<file path="config.mk">
export PLATFORM = sky130hd
export DESIGN_NAME = bus_ctrl_pin_assign_mode_reg
export DESIGN_NICKNAME = d
export VERILOG_FILES = /design/src/design/bus_ctrl_pkg.sv /design/src/design/bus_ctrl_pin_assign_mode_reg.sv /design/src/design/wr_once_bit.sv /design/src/design/bus_clk_div.sv
export VERILOG_INCLUDE_DIRS = /design/src /design/src/design
export SDC_FILE = /design/constraint.sdc
export NUM_CORES = 1
export LEC_CHECK = 0
export ABC_AREA = 1
export BUFFER_PORTS_ARGS = -buffer_cell sky130_fd_sc_hd__buf_4
export CORE_ASPECT_RATIO = 0.75
export CORE_UTILIZATION = 51
export DETAILED_ROUTE_END_ITERATION = 8
export PLACE_DENSITY = 0.83
export RECOVER_POWER = 50
export SYNTH_ARGS = -nofsm -noshare
export SYNTH_HDL_FRONTEND = slang
export SYNTH_SLANG_ARGS = --single-unit
</file>
<file path="constraint.sdc">
create_clock -name clk -period 1.9 [get_ports clk]
set_input_delay 0.19 -clock clk [delete_from_list [all_inputs] [get_ports clk]]
set_output_delay 0.19 -clock clk [all_outputs]
set_load 0.03 [all_outputs]
</file>
<file path="src/design/bus_ctrl_params.svh">
// Offsets, field positions, mode codes and timing counts of the bus control configuration.
`ifndef BUS_CTRL_PARAMS_SVH
`define BUS_CTRL_PARAMS_SVH

// Register offsets.
`define ADDR_W             8
`define OFF_FUNC_ASSIGN    8'h0a
`define OFF_MODE_CONTROL   8'h0b

// Function assignment register fields.
`define FA_FREE_CYCLE      7
`define FA_PIPE_STATUS     5
`define FA_CLK_DISABLE     4
`define FA_LOW_STROBE      3
`define FA_RW_PIN          2
`define FA_IMPL_MASK       8'hbc

// Mode register fields.
`define MC_CODE_HI         7
`define MC_CODE_LO         5
`define MC_VIS             3
`define MC_EMU_K           1
`define MC_EMU_E           0
`define MC_IMPL_MASK       8'heb

// Mode codes.
`define MODE_SPEC_SC       3'h0
`define MODE_EMU_NARROW    3'h1
`define MODE_SPEC_TEST     3'h2
`define MODE_EMU_WIDE      3'h3
`define MODE_NORM_SC       3'h4
`define MODE_NORM_NARROW   3'h5
`define MODE_SPEC_PERIPH   3'h6
`define MODE_NORM_WIDE     3'h7

// Bus clock divider: one bus clock half period in system clocks.
`define BUS_CLK_HALF_NS    10
`define CLK_PERIOD_NS      10
`define BUS_CLK_HALF_CYC   ((`BUS_CLK_HALF_NS + `CLK_PERIOD_NS - 1) / `CLK_PERIOD_NS)

`endif

</file>
<file path="src/design/bus_ctrl_pkg.sv">
// Types shared by the bus control configuration logic.
package bus_ctrl_pkg;

  // Mode classes derived from the three-bit mode code.
  typedef enum logic [2:0] {
    CLASS_NORMAL    = 3'b001,
    CLASS_EMULATION = 3'b010,
    CLASS_SPECIAL   = 3'b100
  } mode_class_type;

  typedef logic [7:0] reg_byte_type;

endpackage

</file>
<file path="src/design/bus_ctrl_pin_assign_mode_reg.sv">
// Port E function assignment and mode register of the external bus interface.
// How it works
// - Free-cycle enable is bit 7; write once normal, never emulation, anytime special.
// - Enable 0 makes pin 7 the free-cycle flag; 1 leaves general I/O.
// - Free-cycle, pipe and read/write enables ignored in single-chip or peripheral mode.
// - Pipe status enable is bit 5 with the same write pattern.
// - Pipe enable set drives queue state on pins 6 and 5.
// - Bus clock disable is bit 4; writable in normal and special, never emulation.
// - Disable 0 puts the bus clock on pin 4, free running unless stretched.
// - Bus clock can appear on pin 4 in every mode.
// - Low strobe enable is bit 3; set puts the low-byte strobe on pin 3.
// - Tag-low sampled on bus clock rise; strobe driven on bus clock fall while tagging is enabled, every clock otherwise.
// - Low strobe enable ignored in single-chip, peripheral and normal narrow modes.
// - Read/write enable is bit 2; set makes pin 2 the read/write signal.
// - Mode register: code 7:5, visibility 3, emulate K 1, emulate E 0.
// - Mode code reset from strap; visibility and emulate bits reset per mode.
// - Peripheral mode hides the mode register but keeps its reset values.
// - Mode register writes take effect one cycle after the write.
// - Expanded and peripheral modes pass mode register accesses to the external bus.
// - Mode register readable while mapped; the code field and each flag bit have their own permission.
// - Code never writable with low bit 1; never to or from peripheral.
// - Selected alternate functions override the pin direction bit.
// - Special test and emulation reset with pipe, clock, low strobe and read/write pins assigned.
// - Emulate E in expanded or peripheral removes port E data and direction.
//
// Design decision made here: the plain strobed port.
`include "bus_ctrl_params.svh"
module bus_ctrl_pin_assign_mode_reg
  import bus_ctrl_pkg::*;
(
  // Clock and reset.
  input  wire logic              clk,
  input  wire logic              rst_n,
  // Strapped mode and security.
  input  wire logic [2:0]        mode_strap,
  input  wire logic              secure,
  // Register port.
  input  wire logic [`ADDR_W-1:0] addr,
  input  wire logic [7:0]        wdata,
  input  wire logic              wr_en,
  input  wire logic              rd_en,
  output logic [7:0]             rdata,
  output logic                   ext_access,
  // Bus control sources from the bus engine.
  input  wire logic              free_cycle,
  input  wire logic [1:0]        pipe_status,
  input  wire logic              bus_clock_stretch_sel,
  input  wire logic              rw_level,
  input  wire logic              low_byte_strobe,
  input  wire logic              tag_enable,
  input  wire logic              tag_low_pin,
  // General I/O values and directions for port E pins 7 to 2.
  input  wire logic [7:2]        gpio_out,
  input  wire logic [7:2]        gpio_dir,
  // Pin outputs and enables.
  output logic [7:2]             pe_out,
  output logic [7:2]             pe_oe,
  // Configuration state for the rest of the device.
  output logic [2:0]             mode_code,
  output logic                   internal_visibility,
  output logic                   emulate_port_k,
  output logic                   emulate_port_e,
  output logic                   port_e_regs_mapped,
  output logic                   tag_low_input,
  output logic                   bus_clock_out
);

  // Reset values load only once the strap has passed both synchroniser stages.
  // A write that lands before the load edge is overwritten by the reset values.
  logic [2:0] strap_s1_q;
  logic [2:0] strap_s2_q;
  logic       load_q;
  logic       started_q;
  logic       armed_q;

  // The strap is a static level, so two plain stages are enough to settle it.
  always_ff @(posedge clk or negedge rst_n) begin
    if (!rst_n) begin
      strap_s1_q <= 3'h0;
      strap_s2_q <= 3'h0;
      started_q  <= 1'b0;
      armed_q    <= 1'b0;
      load_q     <= 1'b0;
    end else begin
      strap_s1_q <= mode_strap;
      strap_s2_q <= strap_s1_q;
      started_q  <= 1'b1;
      armed_q    <= started_q;
      load_q     <= started_q && !armed_q;
    end
  end

  // Mode state held in the mode register.
  // Only the code lives here; visibility and emulate bits sit in permission cells.
  logic [2:0] code_q;
  logic       vis_q;
  logic       emk_q;
  logic       eme_q;
  logic       code_lock_q;
  logic [2:0] rst_code;

  // The second stage holds the strap by the third edge after release, when load fires.
  assign rst_code = strap_s2_q;

  // Special test counts as neither single chip nor expanded, so its registers stay mapped.
  // Mode classification.
  mode_class_type cls;
  logic is_emu;
  logic is_single;
  logic is_periph;
  logic is_expanded;
  logic is_norm_narrow;
  logic rst_emu;
  logic rst_test;

  assign is_emu         = (code_q == `MODE_EMU_NARROW) || (code_q == `MODE_EMU_WIDE);
  assign is_single      = (code_q == `MODE_SPEC_SC) || (code_q == `MODE_NORM_SC);
  assign is_periph      = (code_q == `MODE_SPEC_PERIPH);
  assign is_expanded    = !is_single && !is_periph && (code_q != `MODE_SPEC_TEST);
  assign is_norm_narrow = (code_q == `MODE_NORM_NARROW);
  assign cls            = is_emu ? CLASS_EMULATION :
                          (code_q[2] && !is_periph) ? CLASS_NORMAL : CLASS_SPECIAL;
  assign rst_emu        = (rst_code == `MODE_EMU_NARROW) || (rst_code == `MODE_EMU_WIDE);
  assign rst_test       = (rst_code == `MODE_SPEC_TEST);

  // Address decoding and map presence.
  // Hidden registers still raise ext_access so the bus engine can echo the cycle outside.
  // The flag is combinational and stands only while the strobe stands.
  logic fa_hit;
  logic mc_hit;
  logic regs_mapped;

  assign regs_mapped = !is_expanded && !is_periph;
  assign fa_hit      = regs_mapped && (addr == `OFF_FUNC_ASSIGN);
  assign mc_hit      = regs_mapped && (addr == `OFF_MODE_CONTROL);
  assign ext_access  = (rd_en || wr_en) &&
                       ((addr == `OFF_FUNC_ASSIGN) || (addr == `OFF_MODE_CONTROL)) &&
                       !regs_mapped;

  // Function assignment bits, each through the permission cell.
  // Every cell sees every write to its register, so a write-once bit locks even when its
  // value does not change; software should set all such bits in one write.
  logic fa_wr;
  logic mc_wr;
  logic free_en_q;
  logic pipe_en_q;
  logic clk_dis_q;
  logic lstr_en_q;
  logic rw_en_q;
  logic bus_ctl_rst;

  // Secure state blocks only the mode register; the function assignment stays writable.
  assign fa_wr       = wr_en && fa_hit;
  assign mc_wr       = wr_en && mc_hit && !secure;
  assign bus_ctl_rst = rst_emu || rst_test;

  wr_once_bit u_free (
    .clk(clk), .rst_n(rst_n), .load(load_q), .load_val(rst_emu),
    .wr(fa_wr), .wr_val(wdata[`FA_FREE_CYCLE]), .cls(cls),
    .once_in_normal(1'b1), .never_in_normal(1'b0), .val_q(free_en_q)
  );
  wr_once_bit u_pipe (
    .clk(clk), .rst_n(rst_n), .load(load_q), .load_val(bus_ctl_rst),
    .wr(fa_wr), .wr_val(wdata[`FA_PIPE_STATUS]), .cls(cls),
    .once_in_normal(1'b1), .never_in_normal(1'b0), .val_q(pipe_en_q)
  );
  wr_once_bit u_clkdis (
    .clk(clk), .rst_n(rst_n), .load(load_q), .load_val(rst_code == `MODE_NORM_SC),
    .wr(fa_wr), .wr_val(wdata[`FA_CLK_DISABLE]), .cls(cls),
    .once_in_normal(1'b0), .never_in_normal(1'b0), .val_q(clk_dis_q)
  );
  wr_once_bit u_lstr (
    .clk(clk), .rst_n(rst_n), .load(load_q), .load_val(bus_ctl_rst),
    .wr(fa_wr), .wr_val(wdata[`FA_LOW_STROBE]), .cls(cls),
    .once_in_normal(1'b1), .never_in_normal(1'b0), .val_q(lstr_en_q)
  );
  wr_once_bit u_rw (
    .clk(clk), .rst_n(rst_n), .load(load_q), .load_val(bus_ctl_rst),
    .wr(fa_wr), .wr_val(wdata[`FA_RW_PIN]), .cls(cls),
    .once_in_normal(1'b1), .never_in_normal(1'b0), .val_q(rw_en_q)
  );

  // Visibility and emulate K share the write-once pattern; emulate E is special only.
  // A write in secure state reaches none of these cells, as mc_wr is already gated.
  wr_once_bit u_vis (
    .clk(clk), .rst_n(rst_n), .load(load_q), .load_val(bus_ctl_rst),
    .wr(mc_wr), .wr_val(wdata[`MC_VIS]), .cls(cls),
    .once_in_normal(1'b1), .never_in_normal(1'b0), .val_q(vis_q)
  );
  wr_once_bit u_emk (
    .clk(clk), .rst_n(rst_n), .load(load_q), .load_val(rst_emu),
    .wr(mc_wr), .wr_val(wdata[`MC_EMU_K]), .cls(cls),
    .once_in_normal(1'b1), .never_in_normal(1'b0), .val_q(emk_q)
  );
  wr_once_bit u_eme (
    .clk(clk), .rst_n(rst_n), .load(load_q), .load_val(rst_emu),
    .wr(mc_wr), .wr_val(wdata[`MC_EMU_E]), .cls(cls),
    .once_in_normal(1'b0), .never_in_normal(1'b1), .val_q(eme_q)
  );

  // Mode code write permission.
  // Codes with the low bit set are final; special modes may move anywhere but peripheral.
  // From normal single chip only the two normal expanded codes can be reached.
  logic [2:0] new_code;
  logic       code_ok;

  assign new_code = wdata[`MC_CODE_HI:`MC_CODE_LO];
  assign code_ok  = mc_wr && !code_q[0] && (new_code != `MODE_SPEC_PERIPH) &&
                    ((!code_q[2]) ||
                     (!code_lock_q && new_code[2] == 1'b1 && new_code[0] == 1'b1));

  // Writing normal single chip from a special mode leaves one write; codes with the low bit set leave none.
  // The lock only matters in normal single chip, where one more code write may remain.
  always_ff @(posedge clk or negedge rst_n) begin
    if (!rst_n) begin
      code_q      <= 3'h0;
      code_lock_q <= 1'b0;
    end else if (load_q) begin
      code_q      <= rst_code;
      code_lock_q <= 1'b0;
    end else if (code_ok) begin
      code_q      <= new_code;
      code_lock_q <= code_q[2];
    end
  end

  // Outputs use the stored values, so a write shows one cycle after its strobe.
  assign mode_code           = code_q;
  assign internal_visibility = vis_q;
  assign emulate_port_k      = emk_q;
  assign emulate_port_e      = eme_q;
  // Peripheral mode never maps the port E data and direction registers.
  // Emulate E removes them in the expanded modes; single-chip modes always keep them.
  assign port_e_regs_mapped  = !is_periph && (is_single || !(eme_q && is_expanded));

  // Read data, registered one cycle after the strobe.
  // Bits without storage read as zero, and idle or unmapped cycles return zero as well.
  logic [7:0] fa_rd;
  logic [7:0] mc_rd;
  logic [7:0] rdata_d;
  logic [7:0] rdata_q;

  assign fa_rd   = {free_en_q, 1'b0, pipe_en_q, clk_dis_q, lstr_en_q, rw_en_q, 2'b00};
  assign mc_rd   = {code_q, 1'b0, vis_q, 1'b0, emk_q, eme_q} & `MC_IMPL_MASK;
  assign rdata_d = !rd_en ? 8'h00 : fa_hit ? fa_rd : mc_hit ? mc_rd : 8'h00;

  always_ff @(posedge clk or negedge rst_n) begin
    if (!rst_n) begin
      rdata_q <= 8'h00;
    end else begin
      rdata_q <= rdata_d;
    end
  end

  // Read data follow the read strobe one cycle later and fall back to zero once it drops.
  assign rdata = rdata_q;

  // Bus clock generation from the system clock.
  // The divider stops while stretch is set, so the pin holds its level instead of glitching.
  logic bclk_lvl;
  logic bclk_rise;
  logic bclk_fall;

  bus_clk_div #(
    .HALF_CYC(`BUS_CLK_HALF_CYC)
  ) u_div (
    .clk(clk), .rst_n(rst_n), .stretch(bus_clock_stretch_sel),
    .clk_lvl_q(bclk_lvl), .rise(bclk_rise), .fall(bclk_fall)
  );

  // Tag-low pin synchroniser; only the second stage is read.
  // With tagging off the strobe is registered from the engine on every system clock, trading phase for latency.
  logic tag_s1_q;
  logic tag_s2_q;
  logic tag_q;
  logic low_byte_strobe_q;

  always_ff @(posedge clk or negedge rst_n) begin
    if (!rst_n) begin
      tag_s1_q <= 1'b0;
      tag_s2_q <= 1'b0;
      tag_q    <= 1'b0;
      low_byte_strobe_q  <= 1'b1;
    end else begin
      tag_s1_q <= tag_low_pin;
      tag_s2_q <= tag_s1_q;
      if (tag_enable && bclk_rise) begin
        tag_q <= tag_s2_q;
      end
      if (!tag_enable || bclk_fall) begin
        low_byte_strobe_q <= low_byte_strobe;
      end
    end
  end

  // The captured tag holds its last value while tagging is off.
  assign tag_low_input = tag_q;
  assign bus_clock_out = bclk_lvl;

  // Effective pin functions after the mode masks.
  // Enables keep their stored value in masked modes; only the selection ignores them,
  // so leaving a single-chip mode restores what software wrote.
  logic free_sel;
  logic pipe_sel;
  logic clk_sel;
  logic lstr_sel;
  logic rw_sel;
  logic bus_ctl_ok;

  assign bus_ctl_ok = !is_single && !is_periph;
  assign free_sel   = bus_ctl_ok && !free_en_q;
  assign pipe_sel   = bus_ctl_ok && pipe_en_q;
  assign clk_sel    = !clk_dis_q;
  assign lstr_sel   = bus_ctl_ok && !is_norm_narrow && lstr_en_q;
  assign rw_sel     = bus_ctl_ok && rw_en_q;

  // Alternate functions override the direction register.
  // The override is combinational, so a mode write moves pe_oe together with the state.
  logic [7:2] alt_sel;
  logic [7:2] alt_val;
  logic [7:2] pe_out_d;
  logic [7:2] pe_out_q;

  assign alt_sel  = {free_sel, pipe_sel, pipe_sel, clk_sel, lstr_sel, rw_sel};
  assign alt_val  = {free_cycle, pipe_status, bclk_lvl, low_byte_strobe_q, rw_level};
  assign pe_out_d = (alt_sel & alt_val) | (~alt_sel & gpio_out);
  assign pe_oe    = alt_sel | gpio_dir;

  // Pin values are registered to keep selection glitches off the pads.
  always_ff @(posedge clk or negedge rst_n) begin
    if (!rst_n) begin
      pe_out_q <= 6'h00;
    end else begin
      pe_out_q <= pe_out_d;
    end
  end

  assign pe_out = pe_out_q;

endmodule

</file>
<file path="src/design/wr_once_bit.sv">
// One configuration bit with mode-dependent write permission and a write-once lock.
module wr_once_bit
  import bus_ctrl_pkg::*;
(
  // Clock and reset.
  input  wire logic           clk,
  input  wire logic           rst_n,
  // Reset load, taken at the third clock edge after release.
  input  wire logic           load,
  input  wire logic           load_val,
  // Write request.
  input  wire logic           wr,
  input  wire logic           wr_val,
  input  wire mode_class_type cls,
  input  wire logic           once_in_normal,
  input  wire logic           never_in_normal,
  // Stored value.
  output logic                val_q
);

  logic lock_q;
  logic allow;

  // Normal mode allows one write unless the bit is anytime or never there.
  assign allow = (cls == CLASS_SPECIAL) ||
                 ((cls == CLASS_NORMAL) && !never_in_normal && (!once_in_normal || !lock_q));

  // The lock closes on the first accepted write, so later normal-mode writes to a write-once bit are dropped.
  always_ff @(posedge clk or negedge rst_n) begin
    if (!rst_n) begin
      val_q  <= 1'b0;
      lock_q <= 1'b0;
    end else if (load) begin
      val_q  <= load_val;
      lock_q <= 1'b0;
    end else if (wr && allow) begin
      val_q  <= wr_val;
      lock_q <= 1'b1;
    end
  end

endmodule

</file>
<file path="src/design/bus_clk_div.sv">
// Bus clock divider producing the clock level and rising and falling edge pulses.
module bus_clk_div #(
  parameter int HALF_CYC = 1
) (
  // Clock and reset.
  input  wire logic clk,
  input  wire logic rst_n,
  // Stretch select holds the clock when set.
  input  wire logic stretch,
  // Outputs.
  output logic      clk_lvl_q,
  output logic      rise,
  output logic      fall
);

  logic [7:0] cnt_q;
  logic       wrap;

  assign wrap = (cnt_q == 8'(HALF_CYC - 1));
  assign rise = wrap && !stretch && !clk_lvl_q;
  assign fall = wrap && !stretch && clk_lvl_q;

  // Free running while the stretch select is clear.
  always_ff @(posedge clk or negedge rst_n) begin
    if (!rst_n) begin
      cnt_q     <= 8'h00;
      clk_lvl_q <= 1'b0;
    end else if (!stretch) begin
      cnt_q     <= wrap ? 8'h00 : cnt_q + 8'h01;
      clk_lvl_q <= wrap ? !clk_lvl_q : clk_lvl_q;
    end
  end

endmodule

</file>
==> impl_metrics.csv <==
group,metric,value,unit
outcome,run_status,"finished, final reports clean",
sta,timing_max_transition_violations_final,0,
worst_setup_path,worst_case_register_to_register_setup_slack,0.33,ns
global_route,grt_max_degree,55,
power,power.ir.vdd_worst,0.530,mV
sta,slew_headroom,0.151,
place,globalplace.congestion,0.839,
sta,worst_clock_skew,0.00350,ns
die,pin_count,74,
die,fp.dieArea,5140,µm²
power,p_leak,1.76,nW
cts,cts_tree,"done",
worst_setup_path,cp_max_fo,5,
worst_hold_path,beginning_of_the_worst_hold_path,"low_byte_strobe",
worst_setup_path,path_class,"flop to output port",
yosys,postSynthCellCount,287,
finish,antenna_cells_inserted,0,
global_route,wire_length_of_the_first_global_routing_pass,9190,µm
worst_setup_path,crit_path_start_kind,"flop",
global_route,groute.usage.overall,0.241,
worst_setup_path,worst-r2r-cell-count,7,
drt,drtPass1Iterations,4,
sta,fin_crit,1.70,ns
yosys,yosys.cell_types.count,29,
finish,n_fill_cell,371,
sta,period_utilisation_layout,0.894,
place,detailed_place.area,3080,µm²
cts,post_cts.resized_instances,0,
job,cap_viol_max_count,0,
global_route,grt_pass1_vias,2103,
cts,cts_inserted_buffers,5,
finish,layout_commonest_cell,"nand2_1",
finish,fin_nets,416,
yosys,yosys_warnings,0,
cts,cts_setup_buffers,0,
drt,via_count,2154,
die,initial_utilization,0.542,
worst_setup_path,critPathRequiredTime,1.71,ns
yosys,syn_area_per_cell,8.63,µm²
yosys,synth.net_count,333,
drt,drt-wirelength-per-cell,12.8,µm
worst_setup_path,worstReg2RegEnd,"mode_code[1]",
yosys,synth-seq-area-share,0.546,
sta,unrepaired_setup_endpoints_after_global_routing,"no",
global_route,grt_antenna_before_repair,0,
die,die_height,62.3,µm
worst_setup_path,reg2reg_from,"mode_code[2]",
sta,tns,0,ns
worst_hold_path,timing.hold.worst_endpoint,"low_byte_strobe_q",
sta,hold_viol_final,0,
sta,achievable-frequency,589,MHz
cts,clkSlewWorstSetupHoldPaths,0.09,ns
place,placed_cells,415,
cts,clock_sink_count,54,
cts,clkLatencyLatePin,0.30,ns
drt,detail_route.wirelength,5470,µm
finish,final_cell_area,3230,µm²
cts,ctsRootBufferMaster,"clkbuf_8",
finish,drive_above_1_share,0.251,
worst_hold_path,hold_path_class,"input port to flop",
power,power_per_cell_area,925,nW/µm²
yosys,synth-seq-cells,54,
global_route,gr-total-overflow,0,
die,die_w,82.5,µm
place,buffer_ports.inserted,73,
cts,cts_htree_levels,2,
finish,layout.cells.most_common_list,"nand2_1 (83), buf_4 (66), dfrtp_1 (53), inv_1 (44), nand3_1 (21)",
finish,post_layout_nonfiller_instances,428,
sta,timing.final.setup_violations,0,
drt,avgViaCountPerCell,5.03,
yosys,netlist_area,2480,µm²
worst_setup_path,cp-end-kind,"output port",
cts,clock_path_buffers,2,
worst_hold_path,worst_hold_path.num_cells,3,
drt,drt-initial-drc-count,167,
drt,drc_violations_left,0,
place,detailedPlacementHpwl,4080,µm
worst_setup_path,critical_path_arrival,1.51,ns
drt,final_antenna_net_count,0,
finish,final_core_utilization,0.707,
die,floorplan.rows,21,
finish,area_delta_synth_final,30.5,%
sta,timing_worst_slew_pin_value,1.27,ns
die,coreArea,4570,µm²
==> per-layer routing <==
layer  wire length [µm]  up-vias  track usage
met5                  0        -            0
met4                 85        0       0.0833
met3                413       13       0.0603
met2               2510       80        0.364
met1               2460      998        0.337
li1                   -     1063            -
==> sequential cells by signal, indices dropped and copies added (netlist names), 3 cells and up <==
register,count
mode_code,3
pe_out,6
rdata,8
rst_code,3
strap_s1_q,3
u_div.cnt_q,8
==> per-stage QoR <==
step | hold WS [ns] | worst slack (ns) | power, mW
6_report | 0.0800 | 0.202 | 2.99
5_1_grt | 0.0923 | 0.0172 | 3.17
4_1_cts | 0.0688 | 0.182 | 3.01
3_5_place_dp | 0.262 | 0.372 | 2.24
3_3_place_gp | 0.265 | 0.411 | 2.21
2_1_floorplan | -0.106 | 0.184 | 1.91
==> cell type report <==
cell class	count	area, µm²	share of cell area
well taps	57	71.3	0.0221
clock inverters	3	45.0	0.0139
multi-input cells	185	932	0.289
clock buffers	5	68.8	0.0213
inverters	45	169	0.0523
repair buffers	79	592	0.183
flip-flops and latches	54	1350	0.419
==> synthesized netlist by cell type (all sizes together) <==
master	instances	area [µm²]
nand2	84	323
dfrtp	53	1330
inv	44	165
nand3	22	123
nor2	20	93.8
o21ai	17	88.8
a21oi	11	66.3
nand4	7	43.8
mux2	5	56.3
nor3	5	25.0
xnor2	3	26.3
xor2	3	26.3
buf	2	18.8
ha	2	25.0
o22ai	2	12.5
or2	2	12.5
and3	1	6.26
clkbuf	1	3.75
clkinv	1	3.75
conb	1	3.75
dfstp	1	26.3
==> worst max path at each step <==
stage / slack [ns] / depth (start not counted) / from / end
2_1_floorplan: 0.18 / 2 / mode_code[2] / ext_access
3_3_place_gp: 0.41 / 6 / mode_code[2] / u_vis.val_q
3_5_place_dp: 0.37 / 6 / mode_code[2] / u_vis.val_q
4_1_cts: 0.18 / 5 / mode_code[1] / pe_oe[5]
5_1_grt: 0.02 / 5 / mode_code[1] / pe_oe[6]
6_report: 0.20 / 5 / mode_code[1] / pe_oe[5]
==> logic make-up after synthesis <==
kind of cell             share of synthesized area
XOR/XNOR                                    0.0212
buffers and inverters                       0.0773
adder cells (fa/ha/maj)                     0.0101
AO/OA/AOI/OAI                               0.0677
multiplexers                                0.0227
AND/OR/NAND/NOR                              0.253
flip-flops                                   0.546
other                                      0.00151
==> power by group <==
part	internal, mW	switching, mW
registers	1.30	0.142
clock network	0.392	0.372
logic	0.313	0.471
==> worst max-delay path, cell delays in order (launching register included) <==
cell and delay (ns):
dfrtp_1 0.49, inv_1 0.13, o21ai_2 0.19, nand2_1 0.16, nand2_1 0.09, buf_4 0.15
==> repair_timing <==
item                                   4_1_cts  5_1_grt
endpoints found under the hold margin       57        0
hold buffers                                 5        0
setup endpoints to repair                    0        0
(Power assumes the default switching activity.)
